### src/common/trip_init_pkg.sv
// Constants and types shared by the trip-point and register-initialisation logic
package trip_init_pkg;
    // Register map, bank 1 (working registers)
    localparam logic [7:0] BANK1_FIRST_OFS = 8'h20;
    localparam logic [7:0] BANK1_LAST_OFS = 8'h7F;
    localparam int BANK1_BYTES = 96;
    localparam logic [7:0] I_POS_TRIP_OFS = 8'h60;
    localparam logic [7:0] I_NEG_TRIP_OFS = 8'h64;
    localparam logic [7:0] PACK_EXIT_TRIP_OFS = 8'h68;
    localparam logic [7:0] CHARGE_TRIP_OFS = 8'h6C;
    localparam logic [7:0] SHELF_TRIP_OFS = 8'h70;
    localparam logic [7:0] SLEEP_TRIP_CONTROL_OFS = 8'h76;
    // Register map, bank 2 (calibration and setup)
    localparam logic [7:0] BANK2_FIRST_OFS = 8'h80;
    localparam logic [7:0] BANK2_LAST_OFS = 8'h87;
    localparam int BANK2_BYTES = 8;
    localparam logic [7:0] BUS_SLAVE_ADDRESS_OFS = 8'h80;
    localparam logic [7:0] BANDGAP_TRIM_OFS = 8'h81;
    localparam logic [7:0] REFERENCE_TRIM_OFS = 8'h82;
    localparam logic [7:0] MAIN_OSC_TRIM_OFS = 8'h83;
    localparam logic [7:0] CLOCK_TEST_SELECT_OFS = 8'h84;
    localparam logic [7:0] TEST_SIGNAL_SELECT_OFS = 8'h85;
    localparam logic [7:0] AUX_OSC_TRIM_OFS = 8'h86;
    // Bank codes on the register port
    localparam logic [1:0] BANK_WORKING = 2'h1;
    localparam logic [1:0] BANK_SETUP = 2'h2;
    // Values before the nonvolatile load completes
    localparam logic [7:0] WORKING_RESET = 8'h00;
    localparam logic [7:0] BUS_SLAVE_ADDRESS_RESET = 8'h26;
    localparam logic [7:0] SETUP_RESET = 8'h00;
    // Nonvolatile range copied at power-on
    localparam logic [7:0] LOAD_FIRST_ADDR = 8'h20;
    localparam logic [7:0] LOAD_LAST_ADDR = 8'h87;
    // Sleep trip control fields
    localparam int CURRENT_EXIT_EN_BIT = 7;
    localparam int CURRENT_ENTRY_EN_BIT = 6;
    localparam int PACK_VOLT_EXIT_EN_BIT = 5;
    localparam int PACK_VOLT_ENTRY_EN_BIT = 4;
    localparam int AUX_INPUT_ENTRY_EN_BIT = 3;
    localparam int SHELF_ENTRY_EN_BIT = 2;
    localparam int TRIP_RESERVED_BIT = 1;
    localparam int OVERFLOW_BIT = 0;
    localparam logic [7:0] TRIP_WRITABLE_MASK = 8'hFC;
    // Sign-magnitude, left justified: sign on top, magnitude below
    localparam int MAG_BITS = 15;
    // Loader buffer
    localparam int LOAD_FIFO_DEPTH = 32;
    localparam int LOAD_WORD_BITS = 16;

    typedef enum logic [3:0] {
        LD_ISSUE = 4'b0001,
        LD_WAIT = 4'b0010,
        LD_FLUSH = 4'b0100,
        LD_DONE = 4'b1000
    } load_state_t;
endpackage : trip_init_pkg

### src/common/load_stream_if.sv
// Valid/ready stream between the loader and its buffer
`timescale 1ns/100ps
`default_nettype none
interface load_stream_if #(parameter int WIDTH = 16);
    logic push_valid;
    logic push_ready;
    logic [WIDTH-1:0] push_data;
    logic pop_valid;
    logic pop_ready;
    logic [WIDTH-1:0] pop_data;
    modport buffer (input push_valid, push_data, pop_ready,
                    output push_ready, pop_valid, pop_data);
    modport user (output push_valid, push_data, pop_ready,
                  input push_ready, pop_valid, pop_data);
endinterface : load_stream_if
`default_nettype wire

### src/hw/load_fifo.sv
// Flip-flop FIFO with valid/ready on both sides
`timescale 1ns/100ps
`default_nettype none
module load_fifo #(
    parameter int WIDTH = 16,
    parameter int DEPTH = 32
) (
    // Clock and reset
    input wire logic ref_clk,
    input wire logic rst_b,
    // Stream
    load_stream_if.buffer s
);
    localparam int AW = $clog2(DEPTH);

    typedef struct packed {
        logic [DEPTH-1:0][WIDTH-1:0] mem;
        logic [AW:0] wr_ptr;
        logic [AW:0] rd_ptr;
    } fifo_state_t;

    fifo_state_t cur_reg;
    fifo_state_t cur_next;
    logic full;
    logic empty;

    assign full = (cur_reg.wr_ptr[AW] != cur_reg.rd_ptr[AW])
               && (cur_reg.wr_ptr[AW-1:0] == cur_reg.rd_ptr[AW-1:0]);
    assign empty = cur_reg.wr_ptr == cur_reg.rd_ptr;
    assign s.push_ready = !full;
    assign s.pop_valid = !empty;
    assign s.pop_data = cur_reg.mem[cur_reg.rd_ptr[AW-1:0]];

    always_comb begin
        cur_next = cur_reg;
        if (s.push_valid && !full) begin
            cur_next.mem[cur_reg.wr_ptr[AW-1:0]] = s.push_data;
            cur_next.wr_ptr = cur_reg.wr_ptr + 1'b1;
        end
        if (s.pop_ready && !empty) begin
            cur_next.rd_ptr = cur_reg.rd_ptr + 1'b1;
        end
    end

    always_ff @(posedge ref_clk or negedge rst_b) begin
        if (!rst_b) begin
            cur_reg <= '0;
        end else begin
            cur_reg <= cur_next;
        end
    end
endmodule : load_fifo
`default_nettype wire

### src/hw/sleep_trip_and_eeprom_init.sv
// Sleep trip-point detection and power-on register load from nonvolatile memory
`timescale 1ns/100ps
`default_nettype none
// Summary of operation
// RULE1 - Current exit enabled: leave sample-sleep when current magnitude exceeds positive threshold.
// RULE2 - Current entry enabled: enter sample-sleep when current magnitude is below negative threshold.
// RULE3 - Pack exit enabled: leave sample-sleep when pack voltage exceeds pack exit threshold.
// RULE4 - Pack entry enabled: enter sample-sleep when pack voltage is below charge threshold.
// RULE5 - Software enables pack entry only when the auxiliary analog input is grounded.
// RULE6 - Power-on reset loads every register from nonvolatile locations 0x020 to 0x087.
// RULE7 - Nonvolatile 0x020 to 0x07F copy into the same bank 1 addresses.
// RULE8 - Nonvolatile 0x080 to 0x087 copy into the same bank 2 setup addresses.
// RULE9 - Nonvolatile images of reserved registers must hold zero.
// RULE10 - Factory image leaves accumulators, timers, conversions and converter registers zeroed.
// RULE11 - Factory image disables sleep modes and entries, zeroes thresholds, disables GPIO mode.
// RULE12 - Bus slave address lives at setup 0x80, default 0x26.
// RULE13 - Clock test and test multiplexer registers default to zero.
// RULE14 - Software leaves the factory trims and other critical defaults unchanged.
// RULE15 - Trip comparisons use magnitudes only and ignore the sign bit.
// RULE16 - Aux entry compares aux result to charge threshold; shelf entry compares pack to shelf.
// RULE17 - Overflow flag sets when a converter input is out of range, readable by software.
module sleep_trip_and_eeprom_init
    import trip_init_pkg::*;
(
    // Clock and reset
    input wire logic ref_clk,
    input wire logic rst_b,
    // Nonvolatile memory read port (bank 0)
    output logic [7:0] ee_addr,
    output logic ee_rd,
    input wire logic [7:0] ee_rdata,
    input wire logic ee_ack,
    // Register port
    input wire logic [1:0] reg_bank,
    input wire logic [7:0] reg_addr,
    input wire logic reg_wr,
    input wire logic [7:0] reg_wdata,
    input wire logic reg_rd,
    output logic [7:0] reg_rdata,
    // Converter results
    input wire logic conv_valid,
    input wire logic [15:0] current_result,
    input wire logic [15:0] pack_volt_result,
    input wire logic [15:0] aux_input_result,
    input wire logic adc_overrange,
    // Status and setup outputs
    output logic load_done,
    output logic sample_sleep_active,
    output logic sleep_enter_pulse,
    output logic sleep_exit_pulse,
    output logic shelf_entry_pulse,
    output logic [7:0] bus_slave_address,
    output logic [7:0] clock_test_select,
    output logic [7:0] test_signal_select
);
    typedef struct packed {
        load_state_t st;
        logic [7:0] ee_addr;
        logic ee_rd;
        logic [BANK1_BYTES-1:0][7:0] bank1;
        logic [BANK2_BYTES-1:0][7:0] bank2;
        logic sleep;
        logic enter_p;
        logic exit_p;
        logic shelf_p;
        logic [7:0] rdata;
    } core_state_t;

    core_state_t cur_reg;
    core_state_t cur_next;

    load_stream_if #(.WIDTH(LOAD_WORD_BITS)) ld ();

    load_fifo #(.WIDTH(LOAD_WORD_BITS), .DEPTH(LOAD_FIFO_DEPTH)) u_fifo (
        .ref_clk(ref_clk),
        .rst_b(rst_b),
        .s(ld.buffer)
    );

    function automatic logic [6:0] b1_idx(input logic [7:0] a);
        logic [7:0] d;
        d = a - BANK1_FIRST_OFS;
        return d[6:0];
    endfunction : b1_idx

    function automatic logic [MAG_BITS-1:0] mag(input logic [15:0] v);
        return v[MAG_BITS-1:0];
    endfunction : mag

    logic [7:0] trip;
    logic [15:0] i_pos_thr;
    logic [15:0] i_neg_thr;
    logic [15:0] pack_exit_threshold;
    logic [15:0] charge_volt_threshold;
    logic [15:0] shelf_threshold;
    logic done;
    logic pop_fire;
    logic [7:0] pop_addr;
    logic [7:0] pop_byte;
    logic exit_hit;
    logic enter_hit;
    logic shelf_hit;

    assign trip = cur_reg.bank1[b1_idx(SLEEP_TRIP_CONTROL_OFS)];
    assign i_pos_thr = {cur_reg.bank1[b1_idx(I_POS_TRIP_OFS) + 7'h01],
                        cur_reg.bank1[b1_idx(I_POS_TRIP_OFS)]};
    assign i_neg_thr = {cur_reg.bank1[b1_idx(I_NEG_TRIP_OFS) + 7'h01],
                        cur_reg.bank1[b1_idx(I_NEG_TRIP_OFS)]};
    assign pack_exit_threshold = {cur_reg.bank1[b1_idx(PACK_EXIT_TRIP_OFS) + 7'h01],
                                  cur_reg.bank1[b1_idx(PACK_EXIT_TRIP_OFS)]};
    assign charge_volt_threshold = {cur_reg.bank1[b1_idx(CHARGE_TRIP_OFS) + 7'h01],
                                    cur_reg.bank1[b1_idx(CHARGE_TRIP_OFS)]};
    assign shelf_threshold = {cur_reg.bank1[b1_idx(SHELF_TRIP_OFS) + 7'h01],
                              cur_reg.bank1[b1_idx(SHELF_TRIP_OFS)]};
    assign done = cur_reg.st == LD_DONE;

    // Software writes take the register file first; the drain stalls and the buffer fills
    assign ld.pop_ready = !reg_wr;
    assign pop_fire = ld.pop_valid && ld.pop_ready;
    assign pop_addr = ld.pop_data[15:8];
    assign pop_byte = ld.pop_data[7:0];
    assign ld.push_valid = (cur_reg.st == LD_WAIT) && ee_ack;
    assign ld.push_data = {cur_reg.ee_addr, ee_rdata};

    // Trips are only judged on a fresh result once the working registers are valid
    always_comb begin
        exit_hit = 1'b0;
        enter_hit = 1'b0;
        shelf_hit = 1'b0;
        if (conv_valid && done) begin
            if (trip[CURRENT_EXIT_EN_BIT]
                && mag(current_result) > mag(i_pos_thr)) begin // see RULE1 see RULE15
                exit_hit = 1'b1;
            end
            if (trip[PACK_VOLT_EXIT_EN_BIT]
                && mag(pack_volt_result) > mag(pack_exit_threshold)) begin // see RULE3
                exit_hit = 1'b1;
            end
            if (trip[CURRENT_ENTRY_EN_BIT]
                && mag(current_result) < mag(i_neg_thr)) begin // see RULE2
                enter_hit = 1'b1;
            end
            if (trip[PACK_VOLT_ENTRY_EN_BIT]
                && mag(pack_volt_result) < mag(charge_volt_threshold)) begin // see RULE4
                enter_hit = 1'b1;
            end
            if (trip[AUX_INPUT_ENTRY_EN_BIT]
                && mag(aux_input_result) < mag(charge_volt_threshold)) begin // see RULE16
                enter_hit = 1'b1;
            end
            if (trip[SHELF_ENTRY_EN_BIT]
                && mag(pack_volt_result) < mag(shelf_threshold)) begin // see RULE16
                shelf_hit = 1'b1;
            end
        end
    end

    always_comb begin
        cur_next = cur_reg;
        cur_next.ee_rd = 1'b0;
        cur_next.enter_p = 1'b0;
        cur_next.exit_p = 1'b0;
        cur_next.shelf_p = 1'b0;

        // Loader: one outstanding read, issued only while the buffer has room
        unique case (cur_reg.st)
            LD_ISSUE: begin
                if (ld.push_ready) begin // see RULE6
                    cur_next.ee_rd = 1'b1;
                    cur_next.st = LD_WAIT;
                end
            end
            LD_WAIT: begin
                if (ee_ack) begin
                    if (cur_reg.ee_addr == LOAD_LAST_ADDR) begin // see RULE6
                        cur_next.st = LD_FLUSH;
                    end else begin
                        cur_next.ee_addr = cur_reg.ee_addr + 8'h01;
                        cur_next.st = LD_ISSUE;
                    end
                end
            end
            LD_FLUSH: begin
                if (!ld.pop_valid) begin
                    cur_next.st = LD_DONE;
                end
            end
            LD_DONE: begin
            end
        endcase

        // Drain: the image lands at the same address in bank 1 or bank 2
        if (pop_fire) begin
            if (pop_addr <= BANK1_LAST_OFS) begin // see RULE7 see RULE10 see RULE11
                cur_next.bank1[b1_idx(pop_addr)] = pop_byte;
            end else begin // see RULE8 see RULE12 see RULE13
                cur_next.bank2[pop_addr[2:0]] = pop_byte;
            end
        end

        // Software writes; unmapped addresses are ignored
        if (reg_wr) begin
            if (reg_bank == BANK_WORKING && reg_addr >= BANK1_FIRST_OFS
                && reg_addr <= BANK1_LAST_OFS) begin
                cur_next.bank1[b1_idx(reg_addr)] = reg_wdata;
                // Software may clear the overflow flag but never raise it
                if (reg_addr == SLEEP_TRIP_CONTROL_OFS) begin // see RULE17
                    cur_next.bank1[b1_idx(reg_addr)] = (reg_wdata & TRIP_WRITABLE_MASK)
                        | (reg_wdata & cur_reg.bank1[b1_idx(reg_addr)] & ~TRIP_WRITABLE_MASK);
                end
            end else if (reg_bank == BANK_SETUP && reg_addr >= BANK2_FIRST_OFS
                && reg_addr <= BANK2_LAST_OFS) begin
                cur_next.bank2[reg_addr[2:0]] = reg_wdata;
            end
        end

        // Reserved bit stays zero; overflow is cleared by writing zero, but a new event wins
        cur_next.bank1[b1_idx(SLEEP_TRIP_CONTROL_OFS)][TRIP_RESERVED_BIT] = 1'b0;
        if (adc_overrange) begin
            cur_next.bank1[b1_idx(SLEEP_TRIP_CONTROL_OFS)][OVERFLOW_BIT] = 1'b1; // see RULE17
        end

        // Waking has priority when entry and exit trip on the same result
        if (exit_hit && cur_reg.sleep) begin // see RULE1 see RULE3
            cur_next.sleep = 1'b0;
            cur_next.exit_p = 1'b1;
        end else if (enter_hit && !exit_hit && !cur_reg.sleep) begin // see RULE2 see RULE4
            cur_next.sleep = 1'b1;
            cur_next.enter_p = 1'b1;
        end
        cur_next.shelf_p = shelf_hit; // see RULE16

        // Read data registered one cycle after the strobe; unmapped reads return zero
        if (reg_rd) begin
            cur_next.rdata = 8'h00;
            if (reg_bank == BANK_WORKING && reg_addr >= BANK1_FIRST_OFS
                && reg_addr <= BANK1_LAST_OFS) begin
                cur_next.rdata = cur_reg.bank1[b1_idx(reg_addr)];
            end else if (reg_bank == BANK_SETUP && reg_addr >= BANK2_FIRST_OFS
                && reg_addr <= BANK2_LAST_OFS) begin
                cur_next.rdata = cur_reg.bank2[reg_addr[2:0]];
            end
        end
    end

    always_ff @(posedge ref_clk or negedge rst_b) begin
        if (!rst_b) begin
            cur_reg.st <= LD_ISSUE;
            cur_reg.ee_addr <= LOAD_FIRST_ADDR;
            cur_reg.ee_rd <= 1'b0;
            cur_reg.bank1 <= {BANK1_BYTES{WORKING_RESET}};
            cur_reg.bank2 <= {{7{SETUP_RESET}}, BUS_SLAVE_ADDRESS_RESET}; // see RULE12
            cur_reg.sleep <= 1'b0;
            cur_reg.enter_p <= 1'b0;
            cur_reg.exit_p <= 1'b0;
            cur_reg.shelf_p <= 1'b0;
            cur_reg.rdata <= 8'h00;
        end else begin
            cur_reg <= cur_next;
        end
    end

    assign ee_addr = cur_reg.ee_addr;
    assign ee_rd = cur_reg.ee_rd;
    assign reg_rdata = cur_reg.rdata;
    assign load_done = done;
    assign sample_sleep_active = cur_reg.sleep;
    assign sleep_enter_pulse = cur_reg.enter_p;
    assign sleep_exit_pulse = cur_reg.exit_p;
    assign shelf_entry_pulse = cur_reg.shelf_p;
    assign bus_slave_address = cur_reg.bank2[BUS_SLAVE_ADDRESS_OFS[2:0]];
    assign clock_test_select = cur_reg.bank2[CLOCK_TEST_SELECT_OFS[2:0]];
    assign test_signal_select = cur_reg.bank2[TEST_SIGNAL_SELECT_OFS[2:0]];

    logic up_reg;
    always_ff @(posedge ref_clk or negedge rst_b) begin
        if (!rst_b) begin
            up_reg <= 1'b0;
        end else begin
            up_reg <= 1'b1;
        end
    end
endmodule : sleep_trip_and_eeprom_init
`default_nettype wire

### config.mk
export PLATFORM = sky130hd
export DESIGN_NAME = sleep_trip_and_eeprom_init
export DESIGN_NICKNAME = d
export VERILOG_FILES = /design/src/common/trip_init_pkg.sv /design/src/common/load_stream_if.sv /design/src/hw/load_fifo.sv /design/src/hw/sleep_trip_and_eeprom_init.sv
export SDC_FILE = /design/constraint.sdc
export NUM_CORES = 2
export LEC_CHECK = 0
export BUFFER_PORTS_ARGS = -buffer_cell sky130_fd_sc_hd__buf_4
export CAP_MARGIN = 20
export CORE_AREA = 2 2 351 422
export DETAILED_ROUTE_END_ITERATION = 8
export DIE_AREA = 0 0 353 424
export GPL_ROUTABILITY_DRIVEN = 1
export MAX_ROUTING_LAYER = met4
export PLACE_DENSITY = 0.68
export SYNTH_ARGS = -nofsm -noshare
export SYNTH_HDL_FRONTEND = slang
export SYNTH_SLANG_ARGS = --single-unit
### constraint.sdc
create_clock -name ref_clk -period 3.3 [get_ports ref_clk]
set_input_delay 0.66 -clock ref_clk [delete_from_list [all_inputs] [get_ports ref_clk]]
set_output_delay 0.66 -clock ref_clk [all_outputs]
set_load 0.03 [all_outputs]
==> results.ini <==
[yosys]
synth_edf_count=0
synth_area_leaders=dfrtp_1 (48%), mux2i_1 (9.7%), mux2_2 (8.4%)
yosysSeqAreaShare_pct=47.8
ys.flop_type=dfrtp_1
synth_top_area_share_pct=47.6
ys_warn_count=0
ys_ff_latch=1380
yosysUniqueCellTypes=86
yosys.area.top_type=dfrtp_1
ys_top_cells_by_count=dfrtp_1 (1375), nand2_1 (805), mux2i_1 (704), o21ai_0 (669), mux2_2 (538)
syn_nets=6727
syn_avg_cell_area_um2=11.0
synth_area_mm2=0.0723
ys_async_sr_fraction_pct=100
yosysMostFrequentCell=dfrtp_1
synth_cells=6550

[sta]
setup_viol=567
setup_slack_ps=-168
min_period_ps=3470
rsz0062_at_grt=true
tightest_slew_ps=918
slew_violations=0
timing.final.crit_share_pct=105
max_freq_mhz=288
relSlewSlack_pct=38.8
hold_viol=0
timing.clock.skew_ps=47.7
timing.hold.ws_ps=89.7

[grt]
grt-ovfl-total=0
first_global_vias=59474
grt_start_max_net_pins=159
grt_pass1_wl_um=389000
antenna_found_initial=5
grt_usage_pct=35.6

[power]
p_int_w=0.0315
pwr-share-clk_pct=40.2
peakVddDrop_mv=0.607
swShare_pct=29.1
seqPwrFrac_pct=39.3
comb_power_share_pct=20.5
leakagePower_nw=40.2
p_switching_w=0.0129
power.density_mw_per_mm2=497
total_power_w=0.0444

[clocking]
cts-root-buf=clkbuf_16
clk_latency_ps=850
htree_levels=4
tritoncts=built
clk_path_buf_depth=3
clock-sinks=1380
cts.clk_slew.worst_paths_ps=60
cts_buffers=147

[setup_path]
worstPathArrival_ps=4170
critPathLaunchType=flop
startpoint=u_fifo.cur_reg[0]
crit_type=reg -> reg
r2r_start=u_fifo.cur_reg[0]
critPathMaxFanout=10
required_ps=4010
cp-end-kind=flop
ff2ff_path_depth=14

[hold_path]
hp-class=in -> reg
hold_path_startpoint=conv_valid
holdPathStages=3

[job]
maxCapViolCount=0

[finish]
fillers=11511
area_growth_pct=23.5
largest_reg_flops=788
drive_above_1_share_pct=30.9
fin_cells=9193
multi_input_area_mm2=0.0358
num-nets-final=7298
seq_area_mm2=0.0346
final_cell_area_mm2=0.0893

[placement]
port_buffers=123
placed_area_mm2=0.0815
place_ws_ps=-640
gp_congestion=1.02
hpwl_um=174000
place_inst=8815

[die]
pin_count=127
rows=154
die-height_um=424
initial_core_util_pct=49.5
die_x_um=353
die-area_mm2=0.150
core_mm2=0.146

[drt]
wl_per_cell_um=28.8
vias=58962
ant_nets=0
dr.first_iter.drc_count=6362
first_pass_iters=8
route.detailed.drc=0
via_per_inst=6.41
wl_um=265000

[run_status]
violations=setup timing
status=finished with violations

power by group through the flow:
stage               sequential [W]  clock [W]  combinational, W
global placement            0.0177          0           0.00730
finish                      0.0174     0.0178           0.00910
CTS                         0.0174     0.0180           0.00849
detailed placement          0.0177          0           0.00739
global route                0.0174     0.0187           0.00944
floorplan                   0.0176          0           0.00393
final timing paths:
kind / slack, ps / end
max: -170 / cur_reg[719]
min: 90 / sleep_exit_pulse
max reg2reg: -170 / cur_reg[719]
min reg2reg: 490 / u_fifo.cur_reg[11]
max in group asynchronous: 1700 / u_fifo.cur_reg[159]
min in group asynchronous: 380 / charge_volt_threshold[13]
layout make-up:
class	instances	area share, %
clock inverter	57	1.05
timing repair buffer	1037	12.3
inverter	90	0.384
tap	1950	2.73
sequential	1380	38.7
clock buffer	210	4.77
antenna	4	0.0112
multi-input combinational	4465	40.1
metrics by stage:
stage | setup TNS, ps | util, %
after global routing | -85260 | 61.2
final | -28970 | 61.2
after detailed placement | -310840 | 55.8
after CTS | -8640 | 60.4
after floorplan | -9.11 | -
after global placement | -290550 | 55.8
placed cells by master (no fill, tap or decap), types with 32 or more instances in the layout:
master / Yosys / layout
a21oi_1: 74 / 67
a221o_1: 127 / 127
a221oi_1: 55 / 54
a22o_1: 47 / 43
a22oi_1: 215 / 212
buf_12: 0 / 197
buf_4: 56 / 743
buf_6: 8 / 64
clkbuf_16: 0 / 162
clkbuf_8: 0 / 32
dfrtp_1: 1375 / 1372
ha_1: 96 / 96
inv_1: 87 / 86
mux2_2: 538 / 530
mux2i_1: 704 / 689
mux4_2: 159 / 159
nand2_1: 805 / 792
nand3_1: 72 / 60
nand4_1: 70 / 70
nor2_1: 211 / 164
nor2_2: 10 / 33
nor2_4: 40 / 65
nor3b_1: 103 / 96
o21ai_0: 669 / 465
o21ai_1: 76 / 278
o22ai_1: 41 / 39
kinds of logic (layout without fill, tap and decap cells):
group / count (synthesis) / in the layout / synth area share, %
adder cells (fa/ha/maj): 96 / 96 / 1.66
other: 0 / 4 / 0
buffers and inverters: 709 / 1394 / 4.26
flip-flops: 1380 / 1380 / 47.8
multiplexers: 1401 / 1402 / 23.1
AO/OA/AOI/OAI: 1452 / 1452 / 12.9
XOR/XNOR: 23 / 23 / 0.279
AND/OR/NAND/NOR: 1489 / 1492 / 10.0
per-layer routing:
| layer | vias up | global-route usage (%) | routed length (um) |
|---|---|---|---|
| met3 | 1080 | 6.58 | 23400 |
| met2 | 3414 | 55.1 | 123000 |
| met4 | 0 | 24.6 | 21700 |
| met1 | 29419 | 42.2 | 96600 |
| met5 | - | - | 0 |
| li1 | 25049 | - | - |
what timing repair did:
item / CTS / global route
hold buffers: 1 / 0
endpoints found under the setup margin: 901 / 1334
setup buffers: 54 / 28
pin swaps: 44 / 57
gates resized for setup: 263 / 252
hold endpoints to repair: 35 / 0
gates cloned: 12 / 20
worst max-delay path: stages, from the launching register on:
cell and delay (ps):
dfrtp_4 510, buf_8 160, buf_12 140, buf_6 110, mux4_2 430, a22o_4 300
o22ai_4 270, buf_6 160, nand3_4 70, or2_4 300, buf_12 190, nor2b_4 180
buf_6 160, nor3_1 50, a221o_1 260
Note: power is estimated with default switching activity, not from simulation.
